[src/dpms_pkg.sv]
package dpms_pkg;
    localparam int ADDR_W = 15;
    localparam int DATA_W = 18;
    localparam int SEM_N = 8;
    localparam int SEM_IDX_W = 3;
    localparam int CNT_W = 5;
    localparam int INIT_W = 4;
    localparam logic [ADDR_W-1:0] MBOX_LEFT_ADDR = 15'h7ffe;
    localparam logic [ADDR_W-1:0] MBOX_RIGHT_ADDR = 15'h7fff;
    localparam logic SEM_TAKE = 1'b0;
    localparam logic SEM_FREE = 1'b1;
    localparam int CLK_PERIOD_NS = 4;
    // pin timing, least times, rounded up to whole cycles
    localparam int T_ARB_NS = 20;
    localparam int T_WP_NS = 20;
    localparam int T_ACC_NS = 20;
    localparam int SYNC_LAT = 2;
    localparam logic [CNT_W-1:0] ARB_CYC =
        CNT_W'((T_ARB_NS + CLK_PERIOD_NS - 1) / CLK_PERIOD_NS + SYNC_LAT);
    localparam logic [CNT_W-1:0] WP_CYC =
        CNT_W'((T_WP_NS + CLK_PERIOD_NS - 1) / CLK_PERIOD_NS);
    localparam logic [CNT_W-1:0] ACC_CYC =
        CNT_W'((T_ACC_NS + CLK_PERIOD_NS - 1) / CLK_PERIOD_NS + SYNC_LAT);

    typedef enum logic [2:0] {
        DPMS_OP_READ = 3'h0,
        DPMS_OP_WRITE = 3'h1,
        DPMS_OP_SEM_REQ = 3'h2,
        DPMS_OP_SEM_REL = 3'h3,
        DPMS_OP_SEM_READ = 3'h4,
        DPMS_OP_POST = 3'h5,
        DPMS_OP_ACK = 3'h6
    } dpms_op_t;

    typedef struct packed {
        dpms_op_t op;
        logic [ADDR_W-1:0] addr;
        logic [DATA_W-1:0] data;
    } dpms_cmd_t;

    typedef struct packed {
        logic ok;
        logic [DATA_W-1:0] data;
    } dpms_rsp_t;
endpackage

[src/dpms_sync.sv]
`timescale 1ns/1ps
`default_nettype none
module dpms_sync #(
    parameter int W = 1
) (
    input wire logic clk_in,         // system clock
    input wire logic nrst_in,        // async reset, active low
    input wire logic [W-1:0] d_in,   // asynchronous level
    output logic [W-1:0] q_out       // synchronised level
);
    logic [W-1:0] meta_q;

    always_ff @(posedge clk_in or negedge nrst_in) begin
        if (!nrst_in) begin
            meta_q <= '0;
        end else begin
            meta_q <= d_in;
        end
    end

    always_ff @(posedge clk_in or negedge nrst_in) begin
        if (!nrst_in) begin
            q_out <= '0;
        end else begin
            q_out <= meta_q;
        end
    end
endmodule
`default_nettype wire

[src/dpms_port_ctrl.sv]
`timescale 1ns/1ps
`default_nettype none
// Operation
// - right port reads 7FFF to clear flag
// - hold slave busy high, low blocks writes
// - width cascade uses one master's decision
// - depth cascade ANDs busy indications together
// - hold address and enable until busy settles
// - request by writing latch, then read back
// - failed verify means other port owns token
module dpms_port_ctrl
    import dpms_pkg::*;
#(
    parameter bit PORT_RIGHT = 1'b0,   // this controller drives the right port
    parameter int N_DEV = 1            // devices stacked in depth
) (
    input wire logic clk_in,                          // 250 MHz clock
    input wire logic nrst_in,                         // async reset, active low
    input wire logic cmd_valid_in,                    // command offered
    output logic cmd_ready_out,                       // command taken when both high
    input wire dpms_pkg::dpms_cmd_t cmd_in,           // command
    output logic rsp_valid_out,                       // one-cycle answer strobe
    output dpms_pkg::dpms_rsp_t rsp_out,              // answer data and status
    output logic [dpms_pkg::SEM_N-1:0] sem_owned_out, // tokens held by this port
    input wire logic lock_writes_in,                  // block writes on slave parts
    output logic mbox_irq_out,                        // own mailbox flag raised
    output logic init_done_out,                       // power-up init finished
    output logic [dpms_pkg::ADDR_W-1:0] addr_out,     // address pins
    output logic [dpms_pkg::DATA_W-1:0] data_out,     // data pins, driven value
    output logic data_oe_out,                         // data pins driven
    input wire logic [dpms_pkg::DATA_W-1:0] data_in,  // data pins, sensed value
    output logic chip_select_low_active_out,          // memory select, active low
    output logic chip_select_high_active_out,         // memory select, active high
    output logic flag_space_select_n_out,             // semaphore select, active low
    output logic write_strobe_n_out,                  // read/write pin, low writes
    output logic output_drive_n_out,                  // output enable, active low
    output logic write_block_n_out,                   // slave busy input drive
    input wire logic [N_DEV-1:0] busy_n_in,           // busy from each device
    input wire logic mailbox_irq_n_in                 // own interrupt pin, active low
);
    typedef enum logic [5:0] {
        ST_IDLE = 6'b000001,
        ST_SETUP = 6'b000010,
        ST_WRITE = 6'b000100,
        ST_RECOV = 6'b001000,
        ST_READ = 6'b010000,
        ST_DONE = 6'b100000
    } dpms_state_t;

    localparam logic [ADDR_W-1:0] OWN_MBOX = PORT_RIGHT ? MBOX_RIGHT_ADDR : MBOX_LEFT_ADDR;
    localparam logic [ADDR_W-1:0] PEER_MBOX = PORT_RIGHT ? MBOX_LEFT_ADDR : MBOX_RIGHT_ADDR;
    localparam logic [INIT_W-1:0] INIT_LAST = INIT_W'(SEM_N);

    dpms_state_t state_q;
    dpms_cmd_t cur_q;
    dpms_cmd_t next_cmd;
    logic readback_q;
    logic [CNT_W-1:0] cnt_q;
    logic [DATA_W-1:0] rdata_q;
    logic [INIT_W-1:0] init_idx_q;
    logic [DATA_W-1:0] data_s;
    logic [N_DEV-1:0] busy_s;
    logic irq_s;
    logic busy_n_all;
    logic cur_is_write;
    logic cur_is_sem;
    logic launch;

    dpms_sync #(.W(DATA_W + N_DEV + 1)) u_sync (
        .clk_in(clk_in),
        .nrst_in(nrst_in),
        // busy and irq pins enter inverted so the cleared synchroniser reads as idle, not busy or irq
        .d_in({data_in, ~busy_n_in, ~mailbox_irq_n_in}),
        .q_out({data_s, busy_s, irq_s})
    );

    // one array-wide decision; any device flagging busy stalls a memory write, semaphore writes ignore it
    assign busy_n_all = ~|busy_s;

    assign cur_is_sem = (cur_q.op == DPMS_OP_SEM_REQ) || (cur_q.op == DPMS_OP_SEM_REL) ||
                        (cur_q.op == DPMS_OP_SEM_READ);
    assign cur_is_write = !readback_q && ((cur_q.op == DPMS_OP_WRITE) ||
                          (cur_q.op == DPMS_OP_SEM_REQ) || (cur_q.op == DPMS_OP_SEM_REL) ||
                          (cur_q.op == DPMS_OP_POST));
    assign launch = (state_q == ST_IDLE) && (!init_done_out || cmd_valid_in);

    // init first frees every semaphore from this side, then reads the own mailbox
    always_comb begin
        next_cmd = cmd_in;
        if (!init_done_out) begin
            if (init_idx_q < INIT_LAST) begin
                next_cmd.op = DPMS_OP_SEM_REL;
                next_cmd.addr = ADDR_W'(init_idx_q);
            end else begin
                next_cmd.op = DPMS_OP_ACK;
                next_cmd.addr = OWN_MBOX;
            end
            next_cmd.data = '0;
        end
        if (next_cmd.op == DPMS_OP_POST) begin
            next_cmd.addr = PEER_MBOX;
        end else if (next_cmd.op == DPMS_OP_ACK) begin
            next_cmd.addr = OWN_MBOX;
        end
        if (next_cmd.op == DPMS_OP_SEM_REQ) begin
            next_cmd.data = {DATA_W{SEM_TAKE}};
        end else if (next_cmd.op == DPMS_OP_SEM_REL) begin
            next_cmd.data = {DATA_W{SEM_FREE}};
        end
    end

    always_ff @(posedge clk_in or negedge nrst_in) begin
        if (!nrst_in) begin
            init_idx_q <= '0;
            init_done_out <= 1'b0;
        end else if (!init_done_out && state_q == ST_DONE) begin
            if (init_idx_q == INIT_LAST) begin
                init_done_out <= 1'b1;
            end else begin
                init_idx_q <= init_idx_q + INIT_W'(1);
            end
        end
    end

    always_ff @(posedge clk_in or negedge nrst_in) begin
        if (!nrst_in) begin
            state_q <= ST_IDLE;
            cur_q <= '0;
            readback_q <= 1'b0;
            cnt_q <= '0;
            rdata_q <= '0;
            addr_out <= '0;
            data_out <= '0;
            data_oe_out <= 1'b0;
            chip_select_low_active_out <= 1'b1;
            chip_select_high_active_out <= 1'b0;
            flag_space_select_n_out <= 1'b1;
            write_strobe_n_out <= 1'b1;
            output_drive_n_out <= 1'b1;
        end else begin
            unique case (state_q)
                ST_IDLE: begin
                    if (launch) begin
                        cur_q <= next_cmd;
                        readback_q <= 1'b0;
                        cnt_q <= '0;
                        data_out <= next_cmd.data;
                        if ((next_cmd.op == DPMS_OP_SEM_REQ) ||
                            (next_cmd.op == DPMS_OP_SEM_REL) ||
                            (next_cmd.op == DPMS_OP_SEM_READ)) begin
                            addr_out <= ADDR_W'(next_cmd.addr[SEM_IDX_W-1:0]);
                            flag_space_select_n_out <= 1'b0;
                        end else begin
                            addr_out <= next_cmd.addr;
                            chip_select_low_active_out <= 1'b0;
                            chip_select_high_active_out <= 1'b1;
                        end
                        state_q <= ST_SETUP;
                    end
                end
                ST_SETUP: begin
                    // address and selects stand still until busy has settled
                    if (cnt_q == ARB_CYC - CNT_W'(1)) begin
                        cnt_q <= '0;
                        if (cur_is_write) begin
                            if (cur_is_sem || busy_n_all) begin
                                write_strobe_n_out <= 1'b0;
                                data_oe_out <= 1'b1;
                                state_q <= ST_WRITE;
                            end
                        end else begin
                            output_drive_n_out <= 1'b0;
                            state_q <= ST_READ;
                        end
                    end else begin
                        cnt_q <= cnt_q + CNT_W'(1);
                    end
                end
                ST_WRITE: begin
                    if (cnt_q == WP_CYC - CNT_W'(1)) begin
                        cnt_q <= '0;
                        write_strobe_n_out <= 1'b1;
                        state_q <= ST_RECOV;
                    end else begin
                        cnt_q <= cnt_q + CNT_W'(1);
                    end
                end
                ST_RECOV: begin
                    // a dropped select releases the device's semaphore read latch
                    data_oe_out <= 1'b0;
                    chip_select_low_active_out <= 1'b1;
                    chip_select_high_active_out <= 1'b0;
                    flag_space_select_n_out <= 1'b1;
                    if (cur_q.op == DPMS_OP_SEM_REQ) begin
                        readback_q <= 1'b1;
                        state_q <= ST_IDLE;
                    end else begin
                        state_q <= ST_DONE;
                    end
                end
                ST_READ: begin
                    if (cnt_q == ACC_CYC - CNT_W'(1)) begin
                        cnt_q <= '0;
                        rdata_q <= data_s;
                        output_drive_n_out <= 1'b1;
                        chip_select_low_active_out <= 1'b1;
                        chip_select_high_active_out <= 1'b0;
                        flag_space_select_n_out <= 1'b1;
                        state_q <= ST_DONE;
                    end else begin
                        cnt_q <= cnt_q + CNT_W'(1);
                    end
                end
                ST_DONE: begin
                    state_q <= ST_IDLE;
                end
                default: begin
                    state_q <= ST_IDLE;
                end
            endcase
            // verify read of a request reuses the setup path with the flag select held low
            if (state_q == ST_RECOV && cur_q.op == DPMS_OP_SEM_REQ) begin
                state_q <= ST_SETUP;
                flag_space_select_n_out <= 1'b0;
            end
        end
    end

    always_ff @(posedge clk_in or negedge nrst_in) begin
        if (!nrst_in) begin
            rsp_valid_out <= 1'b0;
            rsp_out <= '0;
            sem_owned_out <= '0;
        end else begin
            rsp_valid_out <= (state_q == ST_DONE) && init_done_out;
            if (state_q == ST_DONE) begin
                rsp_out.data <= rdata_q;
                rsp_out.ok <= 1'b1;
                if (cur_q.op == DPMS_OP_SEM_REQ) begin
                    // a one read back means the far port holds the token
                    rsp_out.ok <= (rdata_q[0] == SEM_TAKE);
                    sem_owned_out[cur_q.addr[SEM_IDX_W-1:0]] <= (rdata_q[0] == SEM_TAKE);
                end else if (cur_q.op == DPMS_OP_SEM_REL) begin
                    sem_owned_out[cur_q.addr[SEM_IDX_W-1:0]] <= 1'b0;
                end
            end
        end
    end

    always_ff @(posedge clk_in or negedge nrst_in) begin
        if (!nrst_in) begin
            cmd_ready_out <= 1'b0;
            mbox_irq_out <= 1'b0;
            write_block_n_out <= 1'b1;
        end else begin
            cmd_ready_out <= init_done_out && (state_q == ST_IDLE) && !cmd_valid_in;
            if (state_q == ST_DONE && init_done_out) begin
                cmd_ready_out <= 1'b1;
            end
            mbox_irq_out <= irq_s;
            write_block_n_out <= !lock_writes_in;
        end
    end
endmodule
`default_nettype wire

[config.mk]
export PLATFORM = sky130hd
export DESIGN_NAME = dpms_port_ctrl
export DESIGN_NICKNAME = d
export VERILOG_FILES = /design/src/dpms_pkg.sv /design/src/dpms_sync.sv /design/src/dpms_port_ctrl.sv
export SDC_FILE = /design/constraint.sdc
export NUM_CORES = 1
export LEC_CHECK = 0
export BUFFER_PORTS_ARGS = -buffer_cell sky130_fd_sc_hd__buf_2
export CAP_MARGIN = 20
export CELL_PAD_IN_SITES_DETAIL_PLACEMENT = 0
export CELL_PAD_IN_SITES_GLOBAL_PLACEMENT = 1
export CORE_UTILIZATION = 45
export CTS_CLUSTER_SIZE = 30
export DETAILED_ROUTE_END_ITERATION = 16
export HOLD_SLACK_MARGIN = 0.12
export PLACE_DENSITY_LB_ADDON = 0.05
export SLEW_MARGIN = 40
export SYNTH_ARGS = -nofsm -noshare
export SYNTH_HDL_FRONTEND = slang
export SYNTH_HIERARCHICAL = 1
export SYNTH_SLANG_ARGS = --single-unit
[constraint.sdc]
create_clock -name clk_in -period 2.8 [get_ports clk_in]
set_input_delay 0.84 -clock clk_in [delete_from_list [all_inputs] [get_ports clk_in]]
set_output_delay 0.84 -clock clk_in [all_outputs]
set_load 0.1 [all_outputs]
# --- Word-level counts from Yosys, hierarchy flattened ---
# Cells that the tools add are included.
totals:
  input_bits: 60
  output_inout_bits: 71
  reg_bits: 151
classes:
  magnitude_cmp: 3
  muxes: 54
  add_sub_neg: 2
  bitwise: 6
  n_reduce_logical: 44
  eq_ne: 34
op_table:
  columns: ["op", "count"]
  rows:
  - ["$mux W18", 3]
  - ["$mux W6", 8]
  - ["$mux W15", 3]
  - ["$mux W36", 1]
  - ["$pmux W6 S5", 1]
  - ["$mux W1", 23]
  - ["$mux W8", 2]
  - ["$ne A2 B2 Y1 const B", 8]
  - ["$reduce_and A4 Y1", 4]
  - ["$eq A3 B3 Y1 const B", 5]
  - ["$mux W5", 3]
  - ["$ne A3 B3 Y1 const B", 5]
  - ["$pmux W5 S3", 1]
  - ["$eq A3 B2 Y1 const B", 4]
  - ["$reduce_and A2 Y1", 6]
  - ["$eq A5 B3 Y1 const B", 2]
  - ["$reduce_and A5 Y1", 2]
  - ["$reduce_bool A2 Y1", 5]
  - ["$logic_or A1 B1 Y1", 9]
  - ["$pmux W1 S3", 3]
  - ["$and A8 B8 Y8", 1]
  - ["$bwmux W8", 1]
  - ["$logic_and A1 B1 Y1", 8]
  - ["$not A8 Y8", 1]
  - ["23 further kinds", 34]

# --- Longest topological paths before layout ---
# Gate-level depths: netlist of run 1.
logic_depth:
  depth_word: 10
  ltp_mapped: 7
  ltp_nobuf: 7

# --- By module ---
# Netlist of run 1, hierarchy kept.
by_module_without_submodules:
  columns: ["module", "cells_per_inst", "n_inst", "area_each_um2", "seq_area_each_um2"]
  rows:
  - ["dpms_port_ctrl", 487, 1, 4904.7, 2710.1]
  - ["dpms_sync", 40, 1, 1001.0, 1001.0]

# --- Worst setup path before layout of run 1 ---
# No wires, ideal clock.
synth_timing:
  path_kind: "reg2reg"
  from: "register init_done_out"
  to: "register data_out[0] in the netlist's numbering"
  synth_period_minus_slack_ps: 2235
  setup_ps: 83
  arrival_time_ps: 2153
  stages_incl_launch_ff: 7
  path_slack_ps: 565
  n_path_buf: 3
  path_cell_list: "dfrtp_1 buf_2 and2_1 clkbuf_1 clkbuf_1 a21oi_1 o21ai_0"
synth_between:
  elab_chain_cells: 4
  word_cells_on_any_way: 9
  classes_between: "eq/ne: 2; mux: 3; reduce/logical: 4"
synth_lines:
  columns: ["element", "line", "rtl"]
  rows:
  - ["from (decl)", "dpms_port_ctrl.sv:27", "output logic init_done_out,"]
  - ["from (signal assigned)", "dpms_port_ctrl.sv:115", "init_done_out <= 1'b0;"]
  - ["from (signal assigned)", "dpms_port_ctrl.sv:118", "init_done_out <= 1'b1;"]
  - ["$mux W36 or $logic_not A1 Y1 (tied branches)", "dpms_port_ctrl.sv:90, dpms_port_ctrl.sv:85", null]
  - ["$eq A3 B2 Y1 or $logic_or A1 B1 Y1 (tied branches)", "dpms_port_ctrl.sv:107, dpms_port_ctrl.sv:85", null]
  - ["$mux W18 or $logic_and A1 B1 Y1 (tied branches)", "dpms_port_ctrl.sv:107, dpms_port_ctrl.sv:85", null]
  - ["$mux W18 or $reduce_and A2 Y1 (tied branches)", null, null]
  - ["to (signal assigned)", "dpms_port_ctrl.sv:147", "data_out <= next_cmd.data;"]
  - ["to (decl)", "dpms_port_ctrl.sv:29", "output logic [dpms_pkg::DATA_W-1:0] data_out,"]
# Parallel ways exist; a longest one is shown, timed or not.
# A chain may end at the register's enable or synchronous reset.

# --- Worst setup path in the final report of run 1 ---
layout_timing:
  from: "register init_done_out"
  to: "output port init_done_out"
# No word-level cell between the ends.

==> results of run 1 <==
[state kept, by name (all words and copies together), names as in the netlist, 3 cells and up]
register and count:
addr_out 15, cnt_q 5, cur_q 3, data_out 18
init_idx_q 4, rdata_q 18, rsp_out 19, sem_owned_out 8
state_q 6, u_sync/meta_q 20, u_sync/q_out 20
[kinds of logic after synthesis]
kind of cell,synth area share
XOR/XNOR,0.00742
flip-flops,0.628
adder cells (fa/ha/maj),0.0106
AND/OR/NAND/NOR,0.148
AO/OA/AOI/OAI,0.123
multiplexers,0.0521
buffers and inverters,0.0303
[how the worst max path moves through the flow]
stage | start | endpoint | cells after the start
2_1_floorplan | init_done_out | data_out[0] | 6
3_3_place_gp | cmd_in[33] | flag_space_select_n_out | 6
3_5_place_dp | cmd_in[33] | flag_space_select_n_out | 6
4_1_cts | init_done_out | init_done_out | 1
5_1_grt | init_done_out | init_done_out | 1
6_report | init_done_out | init_done_out | 1
[power by group]
group | leakage [nW] | total [mW] | switching, mW | internal [mW]
Sequential | 1.81 | 2.18 | 0.00827 | 2.17
Combinational | 1.61 | 0.111 | 0.0691 | 0.0416
Clock | 0.267 | 2.16 | 0.987 | 1.17
[cell usage after synthesis (2+ instances only)]
cell | n | share of area
a22o_1 | 3 | 0.0044
a31oi_1 | 4 | 0.0042
a21oi_1 | 37 | 0.031
dfstp_2 | 6 | 0.027
nand2_1 | 105 | 0.067
nor2_1 | 20 | 0.013
a21o_1 | 4 | 0.0051
o211ai_1 | 2 | 0.0025
a211oi_1 | 2 | 0.0025
o21a_1 | 2 | 0.0025
a21boi_0 | 2 | 0.0025
xor2_1 | 2 | 0.0030
nand4bb_1 | 2 | 0.0038
o31ai_1 | 6 | 0.0076
nand2b_1 | 8 | 0.0085
mux2_1 | 3 | 0.0057
nand3b_1 | 3 | 0.0038
inv_1 | 9 | 0.0057
o21ai_1 | 8 | 0.0068
buf_1 | 2 | 0.0013
mux2_4 | 10 | 0.025
nand3_1 | 6 | 0.0051
nor2b_1 | 10 | 0.011
o21ai_0 | 50 | 0.042
and3_1 | 2 | 0.0021
buf_6 | 2 | 0.0038
ha_1 | 5 | 0.011
nor4_1 | 2 | 0.0021
buf_4 | 4 | 0.0051
dfrtp_1 | 142 | 0.60
xnor2_1 | 3 | 0.0044
nor3_1 | 5 | 0.0042
buf_2 | 5 | 0.0042
mux2_2 | 11 | 0.021
and2_1 | 3 | 0.0032
clkbuf_1 | 16 | 0.010
[layout make-up]
cell class,count,area (µm²)
fill,1170,5430
multi-input combinational,341,2020
clock inverter,15,144
sequential,148,3710
inverter,9,33.8
timing repair buffer,139,749
clock buffer,17,425
tap,172,215
[routing by layer]
| metal | vias up | wire, µm |
|---|---|---|
| met3 | 11 | 776 |
| li1 | 2055 | - |
| met4 | 0 | 140 |
| met5 | - | 0 |
| met1 | 2026 | 5760 |
| met2 | 102 | 5710 |
[worst reg2reg max path: stages, from the launching register on]
cell	delay [ns]
dfrtp_1	0.51
or4_4	0.62
nor2_1	0.16
nand2_1	0.07
buf_4	0.29
mux2_1	0.37
==> run metrics, run 1 <==
cell area after placement=6730 µm²; Die Wd=117 µm; number of global-route vias before repair=3973; crit path kind=flip-flop to output pin; slowest stage delay, CP=0.61 ns; DRT iter0 DRCs=255; final WL=12.4 mm; largest net degree at the start of global routing=61; Final Hold Violating Endpoints=0; asr flop ratio synth=1.00; clk_skew=0.00790 ns; Nets=721; FF-to-FF End=cur_q[33]; Ys Warns=6; Setup violations, final=0; nature of the critical path endpoint=output pin; Setup Fix Bufs, Post-CTS=0; grt peak-use layer=met2; M1 GR Usage=0.261; Reg-to-Reg Start=state_q[2]; synthesis-to-finish area growth=23.5%; hold depth=0; fin crit share=0.852; CP max-delay cell=dfrtp_1; drt first pass iters=4; count of cell types in the netlist=57; Final Cell Area=7290 µm²; worst slew pin tran=0.786 ns; core occupancy in the finished layout=0.573; Total GRT Usage=0.196; Worst EP required=1.96 ns; Syn Nets=592; antenna violations before repair=0; I/O Buffers=130; Max FO, Critical Path=14; Antenna diodes=0; WHS Endpoint=u_sync/q_out[12]; VDD IR-drop max=0.450 mV; CP Cell Sequence=buf_2; final setup TNS=0 ns; Primary FF master, synth=dfrtp_1; HPWL after DPL=8.47 mm; number of flops mapped to enable cells by yosys=0; crit start category=flip-flop; DR WL/cell=14.7 µm; total power=4.45 mW; WHS=0.345 ns; RSZ-0062 raised after global routing=no; R2R cell count=5; placed cells=809; fmax=0.419 GHz; Rows=41; relative slew slack=0.476; Die Y=117 µm; Slew Limit Fails=0; H-tree level count=4; post-route minimum period=2.39 ns; share of cells above drive strength 1=0.311; hold path startpoint=u_sync/meta_q[12]; Netlist Area Pre-Place=5910 µm²; Placeable Area=12700 µm²; Sink Count=148; CTS tree=yes; insertion delay to the later sink of the worst-skew pair=0.42 ns; die area=13600 µm²; I/O pin cnt=131; Vias per Instance=4.99; Worst Path Arrival=1.55 ns; status=finished clean; most common cell after layout, fill and taps aside=dfrtp_1; Longest Clk Path Bufs=2; Root Buffer=clkbuf_16; fin cells=841; Post-CTS Hold Buffers=0; pwr/cell area=610 nW/µm²; GPL Wtd Cong=0.817; clock-pin slew on the worst setup and hold paths=0.06 ns; GR Util met3=0.0727; leakage=3.69 nW; Synth Instances=527; DRT antenna net count=0; worst path bufs/invs=1; register area share after synthesis=0.628; DRC Markers=0; HP Class=flip-flop to flip-flop; Crit path max-delay family=flip-flops; first-pass GRT wire length=20.0 mm; most frequent cells in the layout=142 x dfrtp_1, 129 x buf_2, 105 x nand2_1; Resized cells post-CTS=0; number of CTS-inserted buffers=17; pre-CTS setup slack=0.290 ns; syn_area_per_cell=11.2 µm²; Initial Utilization=0.464; vias=4194; slack of the critical path=0.414 ns; Max Cap Viol=0; r2r setup slk=0.67 ns; GR Util met2=0.294; grt ovf=0; flops & latches, synth=148
No activity file was read; power rests on OpenSTA's default activity.
==> inputs of run 2 (changes only) <==
--- a/config.mk
+++ b/config.mk
@@ -12,6 +12,7 @@
 export CORE_UTILIZATION = 45
 export CTS_CLUSTER_SIZE = 30
 export DETAILED_ROUTE_END_ITERATION = 16
+export GPL_TIMING_DRIVEN = 0
 export HOLD_SLACK_MARGIN = 0.12
 export PLACE_DENSITY_LB_ADDON = 0.05
 export SLEW_MARGIN = 40
==> run metrics, run 2 (synthesized netlist as in run 1, its figures left out) <==
most frequent cells in the layout=142 x dfrtp_1, 134 x buf_2, 105 x nand2_1 (was 142 x dfrtp_1, 129 x buf_2, 105 x nand2_1); largest net degree at the start of global routing=68 (was 61); worst path bufs/invs=2 (was 1); r2r setup slk=0.59 ns (was 0.67 ns); M1 wire length=5.86 mm (was 5.76 mm); final WL=12.8 mm (was 12.4 mm); RSZ-0062 raised after global routing=no (unchanged); cell area after placement=6840 µm² (was 6730 µm²); placed cells=831 (was 809); clk_skew=0.00610 ns (was 0.00790 ns); pwr/cell area=603 nW/µm² (was 610 nW/µm²); Die Y=117 µm (unchanged); Reg-to-Reg Start=cnt_q[0] (was state_q[2]); Total GRT Usage=0.208 (was 0.196); Crit path max-delay family=buffers and inverters (was flip-flops); Worst Path Arrival=1.50 ns (was 1.55 ns); share of cells above drive strength 1=0.305 (was 0.311); DR WL/cell=14.8 µm (was 14.7 µm); total power=4.47 mW (was 4.45 mW); fin crit share=0.835 (was 0.852); antenna violations before repair=0 (unchanged); Setup violations, final=0 (unchanged); metal2 WL=6.08 mm (was 5.71 mm); CTS tree=yes (unchanged); Placeable Area=12700 µm² (unchanged); worst slew pin tran=0.683 ns (was 0.786 ns); Rows=41 (unchanged); H-tree level count=4 (unchanged); number of global-route vias before repair=4315 (was 3973); Sink Count=148 (unchanged); grt ovf=0 (unchanged); CP Cell Sequence=buf_4 > buf_2 (was buf_2); I/O pin cnt=131 (unchanged); die area=13600 µm² (unchanged); Longest Clk Path Bufs=2 (unchanged); vias=4330 (was 4194); most common cell after layout, fill and taps aside=dfrtp_1 (unchanged); FF-to-FF End=state_q[1] (was cur_q[33]); Final Cell Area=7410 µm² (was 7290 µm²); drt first pass iters=4 (unchanged); number of CTS-inserted buffers=17 (unchanged); Initial Utilization=0.464 (unchanged); area of the multi-input gates=2020 µm² (about the same); Fill cells=1150 (was 1170); Max Cap Viol=0 (unchanged); Final Hold Violating Endpoints=0 (unchanged); Post-CTS Hold Buffers=0 (unchanged); routed wl met3=724 µm (was 776 µm); slowest stage delay, CP=0.51 ns (was 0.61 ns); first-pass GRT wire length=21.3 mm (was 20.0 mm); post-route minimum period=2.34 ns (was 2.39 ns); VDD IR-drop max=0.600 mV (was 0.450 mV); I/O Buffers=130 (unchanged); status=finished clean (unchanged); insertion delay to the later sink of the worst-skew pair=0.41 ns (was 0.42 ns); HP Class=input port to asynchronous set/reset pin (was flip-flop to flip-flop); Worst EP required=1.96 ns (about the same); Setup Fix Bufs, Post-CTS=0 (unchanged); Vias per Instance=5.03 (was 4.99); CP max-delay cell=dfrtp_1 (unchanged); core occupancy in the finished layout=0.582 (was 0.573); fmax=0.428 GHz (was 0.419 GHz); GPL Wtd Cong=0.768 (was 0.817); DRT iter0 DRCs=193 (was 255); Slew Limit Fails=0 (unchanged); nature of the critical path endpoint=output pin (unchanged); Max FO, Critical Path=9 (was 14); fin cells=861 (was 841); biggest registers after layout=u_sync/meta_q (20), u_sync/q_out (20), rsp_out (19) (unchanged); relative slew slack=0.544 (was 0.476); HPWL after DPL=9.11 mm (was 8.47 mm); leakage=3.75 nW (was 3.69 nW); DRT antenna net count=0 (unchanged); uppermost routed layer=met4 (unchanged); Root Buffer=clkbuf_16 (unchanged); Die Wd=117 µm (unchanged); register area=3710 µm² (unchanged); Resized cells post-CTS=0 (unchanged); synthesis-to-finish area growth=25.5% (was 23.5%); Antenna diodes=0 (unchanged); crit path kind=flip-flop to output pin (unchanged); pre-CTS setup slack=0.214 ns (was 0.290 ns); crit start category=flip-flop (unchanged); R2R cell count=7 (was 5); clock-pin slew on the worst setup and hold paths=0.06 ns (about the same); Nets=743 (was 721); DRC Markers=0 (unchanged); slack of the critical path=0.461 ns (was 0.414 ns)
==> run 2: changes by cell type in the layout (fill, tap and decap cells not counted), moves of 3 or more <==
cell,previous run,this run
buf_2,129,134
buf_4,7,4
clkbuf_1,0,16
clkinv_2,0,3
inv_8,4,0
==> run 2: metal layers <==
metal  track usage  vias to the layer above
li1              -                     2104
met1         0.264                     2126
met2         0.331                       94
met3        0.0763                        6
met4        0.0684                        0
met5             0                        -
==> run 2: final cells by class <==
type | instances | share of cell area
Sequential cell | 148 | 0.501
Multi-Input combinational cell | 341 | 0.272
Timing Repair Buffer | 132 | 0.0966
Clock buffer | 18 | 0.0593
Tap cell | 172 | 0.0290
Buffer | 29 | 0.0196
Clock inverter | 12 | 0.0179
Inverter | 9 | 0.00456
==> run 2: worst max-delay path by stage <==
| stage | startpoint | endpoint | cells after the start |
|---|---|---|---|
| after floorplan | init_done_out | data_out[0] | 6 |
| after global placement | nrst_in | u_sync/meta_q[0] | 1 |
| after detailed placement | cmd_in[33] | chip_select_high_active_out | 7 |
| after CTS | addr_out[2] | addr_out[2] | 2 |
| after global routing | addr_out[2] | addr_out[2] | 2 |
| final | addr_out[2] | addr_out[2] | 2 |
==> run 2: report_power, final <==
group          internal (mW)  switching (mW)
logic                 0.0428          0.0697
registers               2.17         0.00732
clock network           1.32           0.853
==> run 2: stage by stage <==
stage | hold WS [ns] | setup TNS [ns]
after floorplan | 0.331 | 0
after global placement | 0.332 | -173.56
after detailed placement | 0.335 | 0
after CTS | 0.287 | 0
after global routing | 0.294 | 0
final | 0.291 | 0
==> inputs of run 3 (changes only) <==
--- a/config.mk
+++ b/config.mk
@@ -9,7 +9,7 @@
 export CAP_MARGIN = 20
 export CELL_PAD_IN_SITES_DETAIL_PLACEMENT = 0
 export CELL_PAD_IN_SITES_GLOBAL_PLACEMENT = 1
-export CORE_UTILIZATION = 45
+export CORE_UTILIZATION = 42
 export CTS_CLUSTER_SIZE = 30
 export DETAILED_ROUTE_END_ITERATION = 16
 export GPL_TIMING_DRIVEN = 0
==> constraint.sdc (replaced) <==
create_clock -name clk_in -period 2.33 [get_ports clk_in]
set_input_delay 0.699 -clock clk_in [delete_from_list [all_inputs] [get_ports clk_in]]
set_output_delay 0.699 -clock clk_in [all_outputs]
set_load 0.1 [all_outputs]
==> run metrics, run 3 (synthesized netlist as in run 1, its figures left out) <==
die area=14500 µm² (was 13600 µm²); HP Class=input port to asynchronous set/reset pin (unchanged); Post-CTS Hold Buffers=0 (unchanged); HPWL after DPL=9.34 mm (was 9.11 mm); clock-pin slew on the worst setup and hold paths=0.06 ns (about the same); Die Y=121 µm (was 117 µm); most frequent cells in the layout=142 x dfrtp_1, 134 x buf_2, 105 x nand2_1 (unchanged); worst slew pin tran=0.601 ns (was 0.683 ns); Setup Fix Bufs, Post-CTS=0 (unchanged); Placeable Area=13500 µm² (was 12700 µm²); DRT iter0 DRCs=215 (was 193); slack of the critical path=0.0897 ns (was 0.461 ns); crit start category=flip-flop (unchanged); leakage=3.76 nW (was 3.75 nW); relative slew slack=0.595 (was 0.544); Worst EP required=1.63 ns (was 1.96 ns); vias=4349 (was 4330); I/O Buffers=130 (unchanged); WHS=0.157 ns (was 0.291 ns); share of cells above drive strength 1=0.308 (was 0.305); Max Cap Viol=0 (unchanged); grt ovf=0 (unchanged); largest net degree at the start of global routing=57 (was 68); final setup TNS=0 ns (unchanged); pwr/cell area=738 nW/µm² (was 603 nW/µm²); antenna violations before repair=0 (unchanged); Root Buffer=clkbuf_16 (unchanged); DR WL/cell=15.4 µm (was 14.8 µm); H-tree level count=4 (unchanged); Die Wd=121 µm (was 117 µm); biggest registers after layout=u_sync/meta_q (20), u_sync/q_out (20), rsp_out (19) (unchanged); Slew Limit Fails=0 (unchanged); Total GRT Usage=0.203 (was 0.208); Final Hold Violating Endpoints=0 (unchanged); insertion delay to the later sink of the worst-skew pair=0.42 ns (was 0.41 ns); number of global-route vias before repair=4396 (was 4315); Sink Count=148 (unchanged); fmax=0.446 GHz; post-route minimum period=2.24 ns; Resized cells post-CTS=0 (unchanged); nature of the critical path endpoint=output pin (unchanged); I/O pin cnt=131 (unchanged); GPL Wtd Cong=0.798 (was 0.768); synthesis-to-finish area growth=26.1% (was 25.5%); pre-CTS setup slack=-0.108 ns (was 0.214 ns); first-pass GRT wire length=22.5 mm (was 21.3 mm); Worst Path Arrival=1.54 ns (was 1.50 ns); RSZ-0062 raised after global routing=no (unchanged); Rows=42 (was 41); number of CTS-inserted buffers=17 (unchanged); status=finished clean (unchanged); Vias per Instance=5.01 (was 5.03); Max FO, Critical Path=9 (unchanged); clk_skew=0.00547 ns (was 0.00610 ns); drt first pass iters=4 (unchanged); crit path kind=flip-flop to output pin (unchanged); final WL=13.4 mm (was 12.8 mm); Nets=743 (unchanged); Setup violations, final=0 (unchanged); CTS tree=yes (unchanged); DRC Markers=0 (unchanged); Longest Clk Path Bufs=2 (unchanged); fin crit share=0.962; VDD IR-drop max=0.509 mV (was 0.600 mV); DRT antenna net count=0 (unchanged); Initial Utilization=0.439 (was 0.464); most common cell after layout, fill and taps aside=dfrtp_1 (unchanged)
## run 3: cell type report
class / instances / area [µm²]
multi-input cells: 341 / 2030
inverters: 9 / 33.8
fillers: 1254 / 6010
diodes: 1 / 2.50
repair buffers: 132 / 716
clock inverters: 13 / 148
plain buffers: 29 / 145
clock buffers: 19 / 443
flip-flops and latches: 148 / 3710
well taps: 176 / 220
## run 3: stage by stage
| stage | std cells | power, mW | cell area (µm²) | util |
|---|---|---|---|---|
| detailed placement | 835 | 2.81 | 6840 | 0.509 |
| global placement | 833 | 2.79 | 6780 | 0.504 |
| global route | 867 | 5.68 | 7440 | 0.553 |
| floorplan | 527 | 2.68 | 5910 | - |
| finish | 868 | 5.50 | 7450 | 0.554 |
| CTS | 867 | 5.57 | 7430 | 0.552 |
## run 3: final timing paths
check / from / to / slack, ns / cells past startpoint
setup reg to reg: cnt_q[0] / state_q[1] / 0.21 / 7
max in group asynchronous: nrst_in / write_block_n_out / 1.55 / 2
min in group clk_in: u_sync/meta_q[3] / u_sync/q_out[3] / 0.35 / 0
hold / removal: nrst_in / sem_owned_out[5] / 0.16 / 1
hold reg to reg: u_sync/meta_q[3] / u_sync/q_out[3] / 0.35 / 0
setup / recovery: addr_out[2] / addr_out[2] / 0.09 / 2
## run 3: where the power goes
part / total, mW / switching (mW) / internal (mW)
clock: 2.74 / 1.12 / 1.62
sequential: 2.62 / 0.00954 / 2.61
combinational: 0.136 / 0.0848 / 0.0515
## run 3: layer usage
| metal | global-route usage | vias up | part of all wire |
|---|---|---|---|
| met2 | 0.315 | 110 | 0.48 |
| li1 | - | 2103 | - |
| met5 | 0 | - | 0 |
| met3 | 0.0646 | 13 | 0.066 |
| met1 | 0.267 | 2123 | 0.45 |
| met4 | 0.0718 | 0 | 0.012 |
## run 3: critical path, cell delays in order, from the launching register on
cell	delay, ns
dfrtp_1	0.54
buf_4	0.17
buf_2	0.41
